<file path="config.mk">
export PLATFORM = sky130hd
export DESIGN_NAME = dmr_top
export DESIGN_NICKNAME = d
export VERILOG_FILES = /design/src/dmr_top.v /design/src/dmr_sync2.v /design/src/dmr_vsync_rate.v
export VERILOG_INCLUDE_DIRS = /design/src
export SDC_FILE = /design/constraint.sdc
export NUM_CORES = 1
export LEC_CHECK = 0
export BUFFER_PORTS_ARGS = -buffer_cell sky130_fd_sc_hd__clkbuf_2
export CAP_MARGIN = 30
export CORE_MARGIN = 2
export CORE_UTILIZATION = 38
export CTS_BUF_LIST = sky130_fd_sc_hd__clkbuf_8
export CTS_CLUSTER_DIAMETER = 50
export DETAILED_ROUTE_END_ITERATION = 12
export HOLD_SLACK_MARGIN = 0.06
export PLACE_DENSITY = 0.61
export SETUP_SLACK_MARGIN = 0.1
export SYNTH_ARGS = -nofsm -noshare
export SYNTH_HDL_FRONTEND = slang
export SYNTH_SLANG_ARGS = --single-unit
</file>
<file path="constraint.sdc">
create_clock -name mclk -period 5.4 [get_ports mclk]
set_clock_uncertainty 0.2 [all_clocks]
set_input_delay 1.35 -clock mclk [delete_from_list [all_inputs] [get_ports mclk]]
set_output_delay 1.35 -clock mclk [all_outputs]
set_load 0.05 [all_outputs]
</file>
<file path="src/dmr_map.vh">
`ifndef DMR_MAP_VH
`define DMR_MAP_VH

// clock rate
`define DMR_CLK_KHZ 125000

// bus addresses of the device, write and read
`define DMR_I2C_WR_BYTE 8'hcc
`define DMR_I2C_RD_BYTE 8'hcd

// sub-addresses, full 16 bits with option bits
`define DMR_ADDR_MODE 16'h806f
`define DMR_ADDR_PAT60 16'h8114
`define DMR_ADDR_OFS60 16'h89c0
`define DMR_ADDR_LVL60 16'h89c6
`define DMR_ADDR_LOW60 16'h89da
`define DMR_ADDR_PAT50 16'ha114
`define DMR_ADDR_OFS50 16'ha9c0
`define DMR_ADDR_LVL50 16'ha9c6
`define DMR_ADDR_LOW50 16'ha9da

// option bits sit in 15:14, offset below; bit 13 picks the 50 hz set
`define DMR_OPT_HI 15
`define DMR_OPT_LO 14
`define DMR_OFS_MASK 16'h3fff
`define DMR_SET_MASK 16'h1fff
`define DMR_SET_BIT 13

// drive mode register fields and codes
`define DMR_MODE_FLAG_BIT 8
`define DMR_MODE_CODE_HI 4
`define DMR_CODE_NORMAL 5'h11
`define DMR_CODE_STEREO 5'h03
`define DMR_CODE_CINEMA 5'h05
`define DMR_CODE_DYN 5'h07

// field positions
`define DMR_PAT_HI 5
`define DMR_LOW_HI 7
`define DMR_LVL_HI 15
`define DMR_LVL_LO 8
`define DMR_LVL_SW_BIT 0
`define DMR_OFS_HI 8

// reset values
`define DMR_RST_MODE 5'h11
`define DMR_RST_PAT 6'h00
`define DMR_RST_LOW 8'h80
`define DMR_RST_LVL 8'h80
`define DMR_RST_SW 1'b0
`define DMR_RST_OFS 9'h000

// timing
`define DMR_TIMEOUT_MS 1000
`define DMR_TIMEOUT_CYC (`DMR_TIMEOUT_MS * `DMR_CLK_KHZ)
`define DMR_BLOCK_FRAMES 2'h2
`define DMR_MARGIN_US 1000
`define DMR_MARGIN_CYC (`DMR_MARGIN_US * `DMR_CLK_KHZ / 1000)
`define DMR_SPLIT_HZ 55
`define DMR_SPLIT_CYC (`DMR_CLK_KHZ * 1000 / `DMR_SPLIT_HZ)

`endif

</file>
<file path="src/dmr_top.v">
`timescale 1ns/100ps
`include "dmr_map.vh"
module dmr_top #(
  parameter [31:0] TIMEOUT_CYC = `DMR_TIMEOUT_CYC,
  parameter [31:0] MARGIN_CYC = `DMR_MARGIN_CYC,
  parameter [31:0] SPLIT_CYC = `DMR_SPLIT_CYC
) (
  // clock and reset
  input wire mclk,
  input wire rstn,
  // serial bus pins, open drain
  input wire scl_in,
  input wire sda_in,
  output wire sda_out,
  output wire sda_oe_n,
  // system side
  input wire vsync_in,
  input wire sys_ready,
  input wire internal_clock_select,
  output wire control_ready,
  // applied settings
  output reg [4:0] drive_mode,
  output reg sixty_hz_standard,
  output reg [5:0] test_pattern_select,
  output reg [7:0] power_lower_gain,
  output reg [7:0] constant_level_gain,
  output reg constant_level_switch,
  output reg [8:0] power_limit_offset,
  // nonvolatile store write request
  output reg nvm_wr,
  output reg [15:0] nvm_addr,
  output reg [15:0] nvm_data
);

localparam [2:0] ST_IDLE = 3'h0;
localparam [2:0] ST_ADDR = 3'h1;
localparam [2:0] ST_WR = 3'h2;
localparam [2:0] ST_ACK = 3'h3;
localparam [2:0] ST_RD = 3'h4;
localparam [2:0] ST_MACK = 3'h5;

wire scl_s;
wire sda_s;
wire vs_s;
wire ready_s;
wire vs_rise;
wire sixty;
reg scl_p_q;
reg sda_p_q;
reg [2:0] state_q;
reg [3:0] bit_q;
reg [7:0] sh_q;
reg drive_q;
reg rd_q;
reg lo_q;
reg mack_q;
reg [1:0] idx_q;
reg [15:0] ptr_q;
reg [7:0] hi_q;
reg [31:0] tmo_q;
reg wr_go_q;
reg [15:0] wr_addr_q;
reg [15:0] wr_data_q;
reg block_q;
reg [1:0] frames_q;
reg [31:0] marg_q;
reg [4:0] mode_q;
reg [5:0] pat_q [0:1];
reg [7:0] low_q [0:1];
reg [7:0] lvl_q [0:1];
reg sw_q [0:1];
reg [8:0] ofs_q [0:1];
reg [15:0] rd_word;
reg [7:0] rd_byte;

// bus lines idle high, so no false edge follows reset
dmr_sync2 #(
  .W(4),
  .INIT(4'hc)
) u_sync (
  .mclk(mclk),
  .rstn(rstn),
  .async_in({scl_in, sda_in, vsync_in, sys_ready}),
  .sync_out({scl_s, sda_s, vs_s, ready_s})
);

dmr_vsync_rate #(
  .SPLIT_CYC(SPLIT_CYC)
) u_rate (
  .mclk(mclk),
  .rstn(rstn),
  .vsync_s(vs_s),
  .vsync_rise(vs_rise),
  .sixty_hz(sixty)
);

wire scl_rise = scl_s & ~scl_p_q;
wire scl_fall = ~scl_s & scl_p_q;
wire start_c = scl_s & scl_p_q & sda_p_q & ~sda_s;
wire stop_c = scl_s & scl_p_q & ~sda_p_q & sda_s;
wire accept = ready_s & ~block_q;
wire load_rd = scl_fall & (((state_q == ST_ACK) & rd_q) | ((state_q == ST_MACK) & mack_q));

// register decode of the read pointer and the pending word write
wire [15:0] r_ofs = ptr_q & `DMR_OFS_MASK;
wire [15:0] r_set = ptr_q & `DMR_SET_MASK;
wire r_idx = ptr_q[`DMR_SET_BIT];
wire [15:0] w_ofs = wr_addr_q & `DMR_OFS_MASK;
wire [15:0] w_set = wr_addr_q & `DMR_SET_MASK;
wire w_idx = wr_addr_q[`DMR_SET_BIT];
wire [1:0] w_opt = wr_addr_q[`DMR_OPT_HI:`DMR_OPT_LO];
wire w_ram = wr_go_q & w_opt[1];
wire [4:0] w_code = wr_data_q[`DMR_MODE_CODE_HI:0];
wire code_ok = (w_code == `DMR_CODE_NORMAL) | (w_code == `DMR_CODE_STEREO) |
  (w_code == `DMR_CODE_CINEMA) | (w_code == `DMR_CODE_DYN);
wire mode_wr = w_ram & (w_ofs == (`DMR_ADDR_MODE & `DMR_OFS_MASK)) & code_ok;

assign sda_out = 1'b0;
assign sda_oe_n = ~drive_q;
assign control_ready = ready_s;

// read mux
always @*
begin
  rd_word = 16'h0000;
  if (r_ofs == (`DMR_ADDR_MODE & `DMR_OFS_MASK))
  begin
    rd_word[`DMR_MODE_FLAG_BIT] = sixty;
    rd_word[`DMR_MODE_CODE_HI:0] = mode_q;
  end
  else if (r_set == (`DMR_ADDR_PAT60 & `DMR_SET_MASK))
  begin
    rd_word[`DMR_PAT_HI:0] = pat_q[r_idx];
  end
  else if (r_set == (`DMR_ADDR_LOW60 & `DMR_SET_MASK))
  begin
    rd_word[`DMR_LOW_HI:0] = low_q[r_idx];
  end
  else if (r_set == (`DMR_ADDR_LVL60 & `DMR_SET_MASK))
  begin
    rd_word[`DMR_LVL_HI:`DMR_LVL_LO] = lvl_q[r_idx];
    rd_word[`DMR_LVL_SW_BIT] = sw_q[r_idx];
  end
  else if (r_set == (`DMR_ADDR_OFS60 & `DMR_SET_MASK))
  begin
    rd_word[`DMR_OFS_HI:0] = ofs_q[r_idx];
  end
  rd_byte = lo_q ? rd_word[7:0] : rd_word[15:8];
end

// serial bus slave
always @(posedge mclk or negedge rstn)
begin
  if (!rstn)
  begin
    scl_p_q <= 1'b1;
    sda_p_q <= 1'b1;
    state_q <= ST_IDLE;
    bit_q <= 4'h0;
    sh_q <= 8'h00;
    drive_q <= 1'b0;
    rd_q <= 1'b0;
    lo_q <= 1'b0;
    mack_q <= 1'b0;
    idx_q <= 2'h0;
    ptr_q <= 16'h0000;
    hi_q <= 8'h00;
    tmo_q <= 32'h0000_0000;
    wr_go_q <= 1'b0;
    wr_addr_q <= 16'h0000;
    wr_data_q <= 16'h0000;
  end
  else
  begin
    scl_p_q <= scl_s;
    sda_p_q <= sda_s;
    wr_go_q <= 1'b0;
    if (start_c)
    begin
      state_q <= accept ? ST_ADDR : ST_IDLE;
      bit_q <= 4'h0;
      drive_q <= 1'b0;
      tmo_q <= 32'h0000_0000;
    end
    else if (stop_c)
    begin
      state_q <= ST_IDLE;
      drive_q <= 1'b0;
    end
    else if ((state_q != ST_IDLE) && (tmo_q >= TIMEOUT_CYC))
    begin
      state_q <= ST_IDLE;
      drive_q <= 1'b0;
    end
    else
    begin
      if (state_q != ST_IDLE)
      begin
        tmo_q <= tmo_q + 32'h0000_0001;
      end
      case (state_q)
        ST_ADDR, ST_WR:
        begin
          if (scl_rise && (bit_q != 4'h8))
          begin
            sh_q <= {sh_q[6:0], sda_s};
            bit_q <= bit_q + 4'h1;
          end
          else if (scl_fall && (bit_q == 4'h8))
          begin
            bit_q <= 4'h0;
            if (state_q == ST_ADDR)
            begin
              if ((sh_q == `DMR_I2C_WR_BYTE) || (sh_q == `DMR_I2C_RD_BYTE))
              begin
                drive_q <= 1'b1;
                rd_q <= sh_q[0];
                lo_q <= 1'b0;
                idx_q <= 2'h0;
                state_q <= ST_ACK;
              end
              else
              begin
                state_q <= ST_IDLE;
              end
            end
            else
            begin
              drive_q <= 1'b1;
              state_q <= ST_ACK;
              case (idx_q)
                2'h0:
                begin
                  ptr_q[15:8] <= sh_q;
                  idx_q <= 2'h1;
                end
                2'h1:
                begin
                  ptr_q[7:0] <= sh_q;
                  idx_q <= 2'h2;
                end
                2'h2:
                begin
                  hi_q <= sh_q;
                  idx_q <= 2'h3;
                end
                default:
                begin
                  wr_go_q <= 1'b1;
                  wr_addr_q <= ptr_q;
                  wr_data_q <= {hi_q, sh_q};
                  ptr_q <= ptr_q + 16'h0001;
                  idx_q <= 2'h2;
                end
              endcase
            end
          end
        end
        ST_ACK:
        begin
          if (scl_fall && !rd_q)
          begin
            drive_q <= 1'b0;
            state_q <= ST_WR;
          end
        end
        ST_RD:
        begin
          if (scl_fall)
          begin
            if (bit_q == 4'h7)
            begin
              drive_q <= 1'b0;
              bit_q <= 4'h0;
              mack_q <= 1'b0;
              state_q <= ST_MACK;
            end
            else
            begin
              sh_q <= {sh_q[6:0], 1'b0};
              drive_q <= ~sh_q[6];
              bit_q <= bit_q + 4'h1;
            end
          end
        end
        ST_MACK:
        begin
          if (scl_rise)
          begin
            if (sda_s)
            begin
              state_q <= ST_IDLE;
            end
            else
            begin
              mack_q <= 1'b1;
            end
          end
        end
        default:
        begin
          drive_q <= 1'b0;
        end
      endcase
      if (load_rd)
      begin
        sh_q <= rd_byte;
        drive_q <= ~rd_byte[7];
        bit_q <= 4'h0;
        state_q <= ST_RD;
        lo_q <= ~lo_q;
        if (lo_q)
        begin
          ptr_q <= ptr_q + 16'h0001;
        end
      end
    end
  end
end

// register store, bus block, store requests
always @(posedge mclk or negedge rstn)
begin
  if (!rstn)
  begin
    mode_q <= `DMR_RST_MODE;
    pat_q[0] <= `DMR_RST_PAT;
    pat_q[1] <= `DMR_RST_PAT;
    low_q[0] <= `DMR_RST_LOW;
    low_q[1] <= `DMR_RST_LOW;
    lvl_q[0] <= `DMR_RST_LVL;
    lvl_q[1] <= `DMR_RST_LVL;
    sw_q[0] <= `DMR_RST_SW;
    sw_q[1] <= `DMR_RST_SW;
    ofs_q[0] <= `DMR_RST_OFS;
    ofs_q[1] <= `DMR_RST_OFS;
    block_q <= 1'b0;
    frames_q <= 2'h0;
    marg_q <= 32'h0000_0000;
    nvm_wr <= 1'b0;
    nvm_addr <= 16'h0000;
    nvm_data <= 16'h0000;
  end
  else
  begin
    nvm_wr <= wr_go_q & w_opt[0];
    if (wr_go_q && w_opt[0])
    begin
      nvm_addr <= wr_addr_q;
      nvm_data <= wr_data_q;
    end
    if (mode_wr)
    begin
      mode_q <= w_code;
    end
    if (w_ram && (w_set == (`DMR_ADDR_PAT60 & `DMR_SET_MASK)))
    begin
      pat_q[w_idx] <= wr_data_q[`DMR_PAT_HI:0];
    end
    if (w_ram && (w_set == (`DMR_ADDR_LOW60 & `DMR_SET_MASK)))
    begin
      low_q[w_idx] <= wr_data_q[`DMR_LOW_HI:0];
    end
    if (w_ram && (w_set == (`DMR_ADDR_LVL60 & `DMR_SET_MASK)))
    begin
      lvl_q[w_idx] <= wr_data_q[`DMR_LVL_HI:`DMR_LVL_LO];
      sw_q[w_idx] <= wr_data_q[`DMR_LVL_SW_BIT];
    end
    if (w_ram && (w_set == (`DMR_ADDR_OFS60 & `DMR_SET_MASK)))
    begin
      ofs_q[w_idx] <= wr_data_q[`DMR_OFS_HI:0];
    end
    // silence: two vsync edges then a margin; a new mode write restarts it
    if (mode_wr)
    begin
      block_q <= 1'b1;
      frames_q <= 2'h0;
      marg_q <= 32'h0000_0000;
    end
    else if (block_q)
    begin
      if (frames_q != `DMR_BLOCK_FRAMES)
      begin
        if (vs_rise)
        begin
          frames_q <= frames_q + 2'h1;
        end
      end
      else if (marg_q >= MARGIN_CYC)
      begin
        block_q <= 1'b0;
      end
      else
      begin
        marg_q <= marg_q + 32'h0000_0001;
      end
    end
  end
end

// applied settings other than drive_mode follow the detected standard
always @(posedge mclk or negedge rstn)
begin
  if (!rstn)
  begin
    drive_mode <= `DMR_RST_MODE;
    sixty_hz_standard <= 1'b1;
    test_pattern_select <= `DMR_RST_PAT;
    power_lower_gain <= `DMR_RST_LOW;
    constant_level_gain <= `DMR_RST_LVL;
    constant_level_switch <= `DMR_RST_SW;
    power_limit_offset <= `DMR_RST_OFS;
  end
  else
  begin
    drive_mode <= mode_q;
    sixty_hz_standard <= sixty;
    // patterns pass only with the internal clock selected
    test_pattern_select <= internal_clock_select ? pat_q[~sixty] : `DMR_RST_PAT;
    power_lower_gain <= low_q[~sixty];
    constant_level_gain <= lvl_q[~sixty];
    constant_level_switch <= sw_q[~sixty];
    power_limit_offset <= ofs_q[~sixty];
  end
end

endmodule // dmr_top

</file>
<file path="src/dmr_sync2.v">
`timescale 1ns/100ps
module dmr_sync2 #(
  parameter W = 1,
  // reset level per bit, matches the idle level of each pin
  parameter [W-1:0] INIT = {W{1'b0}}
) (
  // clock and reset
  input wire mclk,
  input wire rstn,
  // levels
  input wire [W-1:0] async_in,
  output reg [W-1:0] sync_out
);

reg [W-1:0] meta_q;

always @(posedge mclk or negedge rstn)
begin
  if (!rstn)
  begin
    meta_q <= INIT;
    sync_out <= INIT;
  end
  else
  begin
    meta_q <= async_in;
    sync_out <= meta_q;
  end
end

endmodule // dmr_sync2

</file>
<file path="src/dmr_vsync_rate.v">
`timescale 1ns/100ps
`include "dmr_map.vh"
module dmr_vsync_rate #(
  parameter [31:0] SPLIT_CYC = `DMR_SPLIT_CYC
) (
  // clock and reset
  input wire mclk,
  input wire rstn,
  // synchronised vertical sync level
  input wire vsync_s,
  // results
  output wire vsync_rise,
  output reg sixty_hz
);

reg vs_p_q;
reg [31:0] per_q;

assign vsync_rise = vsync_s & ~vs_p_q;

always @(posedge mclk or negedge rstn)
begin
  if (!rstn)
  begin
    vs_p_q <= 1'b0;
    per_q <= 32'h0000_0000;
    sixty_hz <= 1'b1;
  end
  else
  begin
    vs_p_q <= vsync_s;
    if (vsync_rise)
    begin
      // short period means the faster standard
      sixty_hz <= (per_q < SPLIT_CYC);
      per_q <= 32'h0000_0000;
    end
    else if (per_q != 32'hffff_ffff)
    begin
      per_q <= per_q + 32'h0000_0001;
    end
  end
end

endmodule // dmr_vsync_rate

</file>
==> results of run 1 <==
## power groups by stage
stage / combinational, mW / sequential, mW / clock [mW]
3_5_place_dp: 0.489 / 2.76 / 0
2_1_floorplan: 0.392 / 2.67 / 0
4_1_cts: 0.490 / 2.72 / 2.34
5_1_grt: 0.548 / 2.74 / 2.46
3_3_place_gp: 0.480 / 2.76 / 0
6_report: 0.484 / 2.72 / 2.26
## through the flow
| stage | hold slack, ps | utilization | cells |
|---|---|---|---|
| finish | 147.2 | 0.4348 | 2051 |
| global placement | 133.6 | 0.4061 | 1942 |
| CTS | 148.7 | 0.4347 | 2050 |
| floorplan | 131.2 | - | 1387 |
| global route | 151.0 | 0.4347 | 2050 |
| detailed placement | 135.5 | 0.4064 | 1944 |
## sequential cells by signal, indices dropped and copies added, names as in the netlist, 18 cells and up
register	count
tmo_q	32
marg_q	32
u_rate.per_q	32
ofs_q	18
## worst max-delay path, stage by stage, from the launching register on
cell and delay, ps:
dfrtp_1 690, or3b_2 530, nor3_2 560, nand2_1 290, nor2_8 560, mux2_2 400
## final timing paths
path	start	endpoint	slack (ps)	depth (start not counted)
setup / recovery	state_q[1]$_DFFE_PN0P_	wr_data_q[9]$_DFFE_PN0P_	2040	5
hold / removal	u_sync.meta_q[0]$_DFF_PN0_	u_sync.sync_out[0]$_DFF_PN0_	150	0
setup reg to reg	state_q[1]$_DFFE_PN0P_	wr_data_q[9]$_DFFE_PN0P_	2040	5
hold reg to reg	u_sync.meta_q[0]$_DFF_PN0_	u_sync.sync_out[0]$_DFF_PN0_	150	0
max in group asynchronous	rstn	u_sync.sync_out[2]$_DFF_PN1_	3390	2
min in group asynchronous	rstn	nvm_wr$_DFF_PN0_	510	1
## per-layer routing
layer | part of all wire | track usage | vias up
met3 | 0.043 | 0.03752 | 58
met1 | 0.47 | 0.2413 | 5443
met5 | 0 | 0 | -
li1 | - | - | 5172
met4 | 0.019 | 0.05091 | 0
met2 | 0.47 | 0.2848 | 226
## kinds of logic after synthesis
kind of cell,Yosys count
AOI/OAI and AO/OA,195
xor gates and xnor gates,70
adders and majority gates,16
other,1
and+or+nand+nor,474
buffers and inverters,94
DFF,329
muxes,208
## Yosys cell counts (16+ instances only)
library cell	count	area [um2]
dfrtp_1	311	7782
nor3_1	17	85.08
nor2b_1	35	219.0
ha_1	16	200.2
and3_1	23	143.9
xor2_1	53	464.2
nand2_1	86	322.8
xnor2_1	17	148.9
nor2_1	123	461.7
clkbuf_1	43	161.4
mux2i_1	28	280.3
nand4_1	35	219.0
mux2_2	161	1813
mux2_1	17	191.4
o21ai_0	48	240.2
a21oi_1	58	290.3
inv_1	25	93.84
nand3_1	40	200.2
dfstp_2	18	473.0
## final cells by class
cell class	count	area share
flip-flops and latches	329	0.4662
clock buffers	70	0.05439
repair buffers	93	0.03009
diodes	1	0.0001413
well taps	532	0.03758
inverters	26	0.005510
multi-input cells	964	0.3954
clock inverters	36	0.01074
## cells in the final DEF (no fill, tap or decap), drive strengths merged, types with 18 or more instances in the layout
cell / count
a21oi: 61
inv: 42
and3: 23
clkinv: 19
nand2: 87
clkbuf: 148
nor2b: 36
nor3: 21
mux2: 180
xor2: 53
o21ai: 51
nand3: 40
nor2: 124
dfrtp: 311
dfstp: 18
mux2i: 28
nand4: 36
==> impl_metrics.ini, run 1 <==
[run_status]
status = finished, final reports clean

[floorplanning]
ios = 81
core.rowCount = 74
die_area_um2 = 42830
start_util = 0.3842
coreArea_um2 = 40740
die_w_um = 207.0
fp.dieH_um = 207.0

[layout]
multiInputGateArea_um2 = 7003
area_growth_pct = 13.16
regArea_um2 = 8257
drive_above_1_share = 0.2582
nets = 1495
n_fill_cell = 3842
final_cell_area_um2 = 17710

[route]
routedWlPerCell_um = 18.07
route.detailed.drc = 0
drtIter0Drc = 645
ant_nets = 0
num_vias = 10900
via_per_inst = 5.314
route.final.wire_length_mm = 37.06
drtPass1Iterations = 6

[pwr]
power_switching_mw = 1.535
sequentialPowerShare = 0.498
power.total_mw = 5.469
p_leak_nw = 8.346
pwr-share-clk = 0.414
intPower_mw = 3.934
p_per_area_nw_per_um2 = 308.8
swShare = 0.2808
pwr-share-comb = 0.088
irDropWorstVdd_mv = 0.1606

[sta]
min_period_ps = 3360
finalCritPeriodShare = 0.6222
tightest_slew_ps = 985.4
slew_headroom = 0.3417
max_freq_ghz = 0.2976
maxSlewViolCount = 0
setup_viol = 0
setup_slack_ps = 2040
rsz0062_at_grt = false
finalSetupTns_ps = 0
hold_viol = 0

[yosys]
synth_edf_count = 0
synth-xor-area-share = 0.03917
synth_top_family_by_area = simple AND/OR/NAND/NOR gates
syn_area_um2 = 15650
synth.distinct_cells = 86
ys_ff_latch = 329
syn-num-nets = 1410
seq_area_frac_synth = 0.5274
synth_compound_area_frac = 0.08122
muxShareOfSynthArea = 0.1479
yosys.area_share.adder = 0.01279
synthSimpleGateAreaFrac = 0.1654
async_flop_share = 1.000
ys.flop_type = dfrtp_1
yosysWarnings = 0
netlist_instances = 1387
avgSynthCellArea_um2 = 11.29

[critical_path]
cp-end-kind = flop
critPathArrivalTime_ps = 3680
cp_max_fo = 33
cp.required_ps = 5720
critPathLaunchType = flop
path_class = reg -> reg

[clock_network]
h-tree-depth = 2
cts_hold_buf = 0
clk_path_buf_depth = 3
post_cts_buffers = 0
cts-root-buf = clkbuf_8
postCtsResizedCells = 0
clk_latency_ps = 660
cts_inserted_buffers = 58
clk_pin_slew_ps = 70
cts.sinks = 329
cts_tree = built

[place]
dp_slack_ps = 2042
finalWeightedCongestion = 0.8455
placed_area_um2 = 16560
dp_hpwl_mm = 24.74
io_buffers = 79

[global_route]
grt_pass1_vias = 10980
grt_antenna_before_repair = 0
grt_max_degree = 99
grt_use_total = 0.1770
grt_pass1_wl_mm = 60.04
overflow = 0

[worst_hold_path]
hold_path_class = reg -> reg

[flow_run]
cap_violations = 0
Note: power is estimated with default switching activity, not from simulation.
==> inputs of run 2 (changes only) <==
Clock period 5.4 ns to 3.1 ns, I/O delays scaled along.
==> run 2 against run 1 <==
Against the previous run:
- total power grew 78%
- via count grew 2.0%
- sequential share of layout area shrank 1.2 points
- worst setup slack lost 1700 ps
- sequential power grew 71%
- maximum frequency grew 20%
- worst hold slack gained 1.8 ps
- final area grew 2.6%
- combinational power grew 120%
- non-clock buffer count grew 47
- critical path depth grew 2
- first-iteration DRC count shrank 2.2%
==> impl_metrics.ini, run 2 (synthesized netlist as in run 1, its figures left out) <==
[place]
placed_cells = 1986
dp_hpwl_mm = 26.19
placed_area_um2 = 16920
finalWeightedCongestion = 0.8725
io_buffers = 79

[critical_path]
cp-end-kind = flop
critPathBufInv = 1
cp_max_fo = 23
path_cells = or4_4, a2111oi_2, o21ai_4, a21o_4, nor2_8, buf_12, mux2_1
path_class = reg -> reg
cp_top_family = compound AO/OA/AOI/OAI gates
critPathLaunchType = flop
critPathArrivalTime_ps = 3110
cp.required_ps = 3400
r2r_slack_ps = 290
cp_slowest_cell = or4_4
slowest_delay_ps = 550

[pwr]
sequentialPowerShare = 0.479
pwr-share-comb = 0.109
pwr-share-clk = 0.412
intPower_mw = 7.045
power.total_mw = 9.716
p_leak_nw = 8.623
power_switching_mw = 2.670
swShare = 0.2749
p_per_area_nw_per_um2 = 534.8
irDropWorstVdd_mv = 0.2874

[global_route]
grt_antenna_before_repair = 0
grt_pass1_vias = 11270
grt_pass1_wl_mm = 61.44
overflow = 0
grt_max_degree = 69
grt_use_total = 0.1822

[clock_network]
cts.sinks = 329
cts_inserted_buffers = 57
clk_path_buf_depth = 3
clk_latency_ps = 640
cts_tree = built
h-tree-depth = 2
cts-root-buf = clkbuf_8
clk_pin_slew_ps = 50

[layout]
nets = 1541
final_common_cell = dfrtp_1
top_regs = marg_q: 32 flops, tmo_q: 32 flops, u_rate.per_q: 32 flops
drive_above_1_share = 0.2738
finalNonFillerCells = 2099
n_antenna_cell = 0
area_growth_pct = 16.08
final_cell_area_um2 = 18170
mostFrequentLayoutCells = dfrtp_1 (310), mux2_2 (161), nor2_1 (123)

[route]
route.detailed.drc = 0
routedWlPerCell_um = 18.02
drtIter0Drc = 631
via_per_inst = 5.296
num_vias = 11120
ant_nets = 0
route.final.wire_length_mm = 37.82
drtPass1Iterations = 5

[sta]
setup_viol = 0
maxSlewViolCount = 0
rsz0062_at_grt = false
slew_headroom = 0.3144
finalSetupTns_ps = 0
max_freq_ghz = 0.3564
finalCritPeriodShare = 0.9051
hold_viol = 0
min_period_ps = 2806
tightest_slew_ps = 1022

[floorplanning]
start_util = 0.3842
fp.dieH_um = 207.0
core.rowCount = 74
die_w_um = 207.0
ios = 81
die_area_um2 = 42830
coreArea_um2 = 40740

[run_status]
status = finished, final reports clean

[worst_hold_path]
hold_path_class = reg -> reg

[flow_run]
cap_violations = 0
==> run 2: cell types whose count changed in the layout (fill, tap and decap cells not counted), moves of 4 or more <==
cell | previous run | this run
clkinv_2 | 17 | 8
inv_1 | 40 | 47
buf_4 | 11 | 50
buf_12 | 2 | 6
dlygate4sd3_1 | 0 | 5
clkbuf_8 | 70 | 75
==> run 2: layout make-up <==
type | instances | area (um2)
clock inverter | 33 | 162.7
multi-input combinational | 964 | 7003
tap | 532 | 665.6
timing repair buffer | 140 | 950.9
sequential | 329 | 8257
inverter | 26 | 97.59
fill | 3824 | 22570
clock buffer | 75 | 1032
==> run 2: final timing paths <==
path / cells after the start / end / start
setup / recovery: 7 / wr_addr_q[6]$_DFFE_PN0P_ / tmo_q[31]$_DFFE_PN0P_
hold / removal: 0 / u_sync.sync_out[1]$_DFF_PN0_ / u_sync.meta_q[1]$_DFF_PN0_
setup reg to reg: 7 / wr_addr_q[6]$_DFFE_PN0P_ / tmo_q[31]$_DFFE_PN0P_
hold reg to reg: 0 / u_sync.sync_out[1]$_DFF_PN0_ / u_sync.meta_q[1]$_DFF_PN0_
max in group asynchronous: 3 / u_sync.meta_q[3]$_DFF_PN1_ / rstn
min in group asynchronous: 2 / sh_q[0]$_DFFE_PN0P_ / rstn
==> run 2: timing repair <==
item	4_1_cts	5_1_grt
hold buffers	5	0
gates resized for setup	0	0
endpoints found under the hold margin	51	0
buffers inserted	0	0
==> run 2: through the flow <==
step,setup WS (ps),hold slack [ps],utilization
floorplan,501.8,131.2,-
global placement,329.7,132.1,0.4154
detailed placement,278.8,136.4,0.4154
CTS,285.0,149.4,0.4460
global route,117.6,158.3,0.4460
finish,294.1,149.1,0.4460
==> run 2: power by group through the flow <==
stage,clock network [mW],logic (mW),registers (mW)
after floorplan,0,0.682,4.65
after global placement,0,1.03,4.72
after detailed placement,0,1.05,4.72
after CTS,4.16,1.06,4.65
after global routing,4.37,1.18,4.67
final,4.01,1.06,4.65
==> run 2: layer usage <==
| metal | part of all wire | global-route usage | wire [um] | vias to the layer above |
|---|---|---|---|---|
| met5 | 0 | 0 | 0 | - |
| met4 | 0.024 | 0.06484 | 897 | 0 |
| met3 | 0.046 | 0.03155 | 1739 | 62 |
| met2 | 0.47 | 0.2911 | 17690 | 280 |
| met1 | 0.46 | 0.2495 | 17490 | 5541 |
| li1 | - | - | - | 5234 |
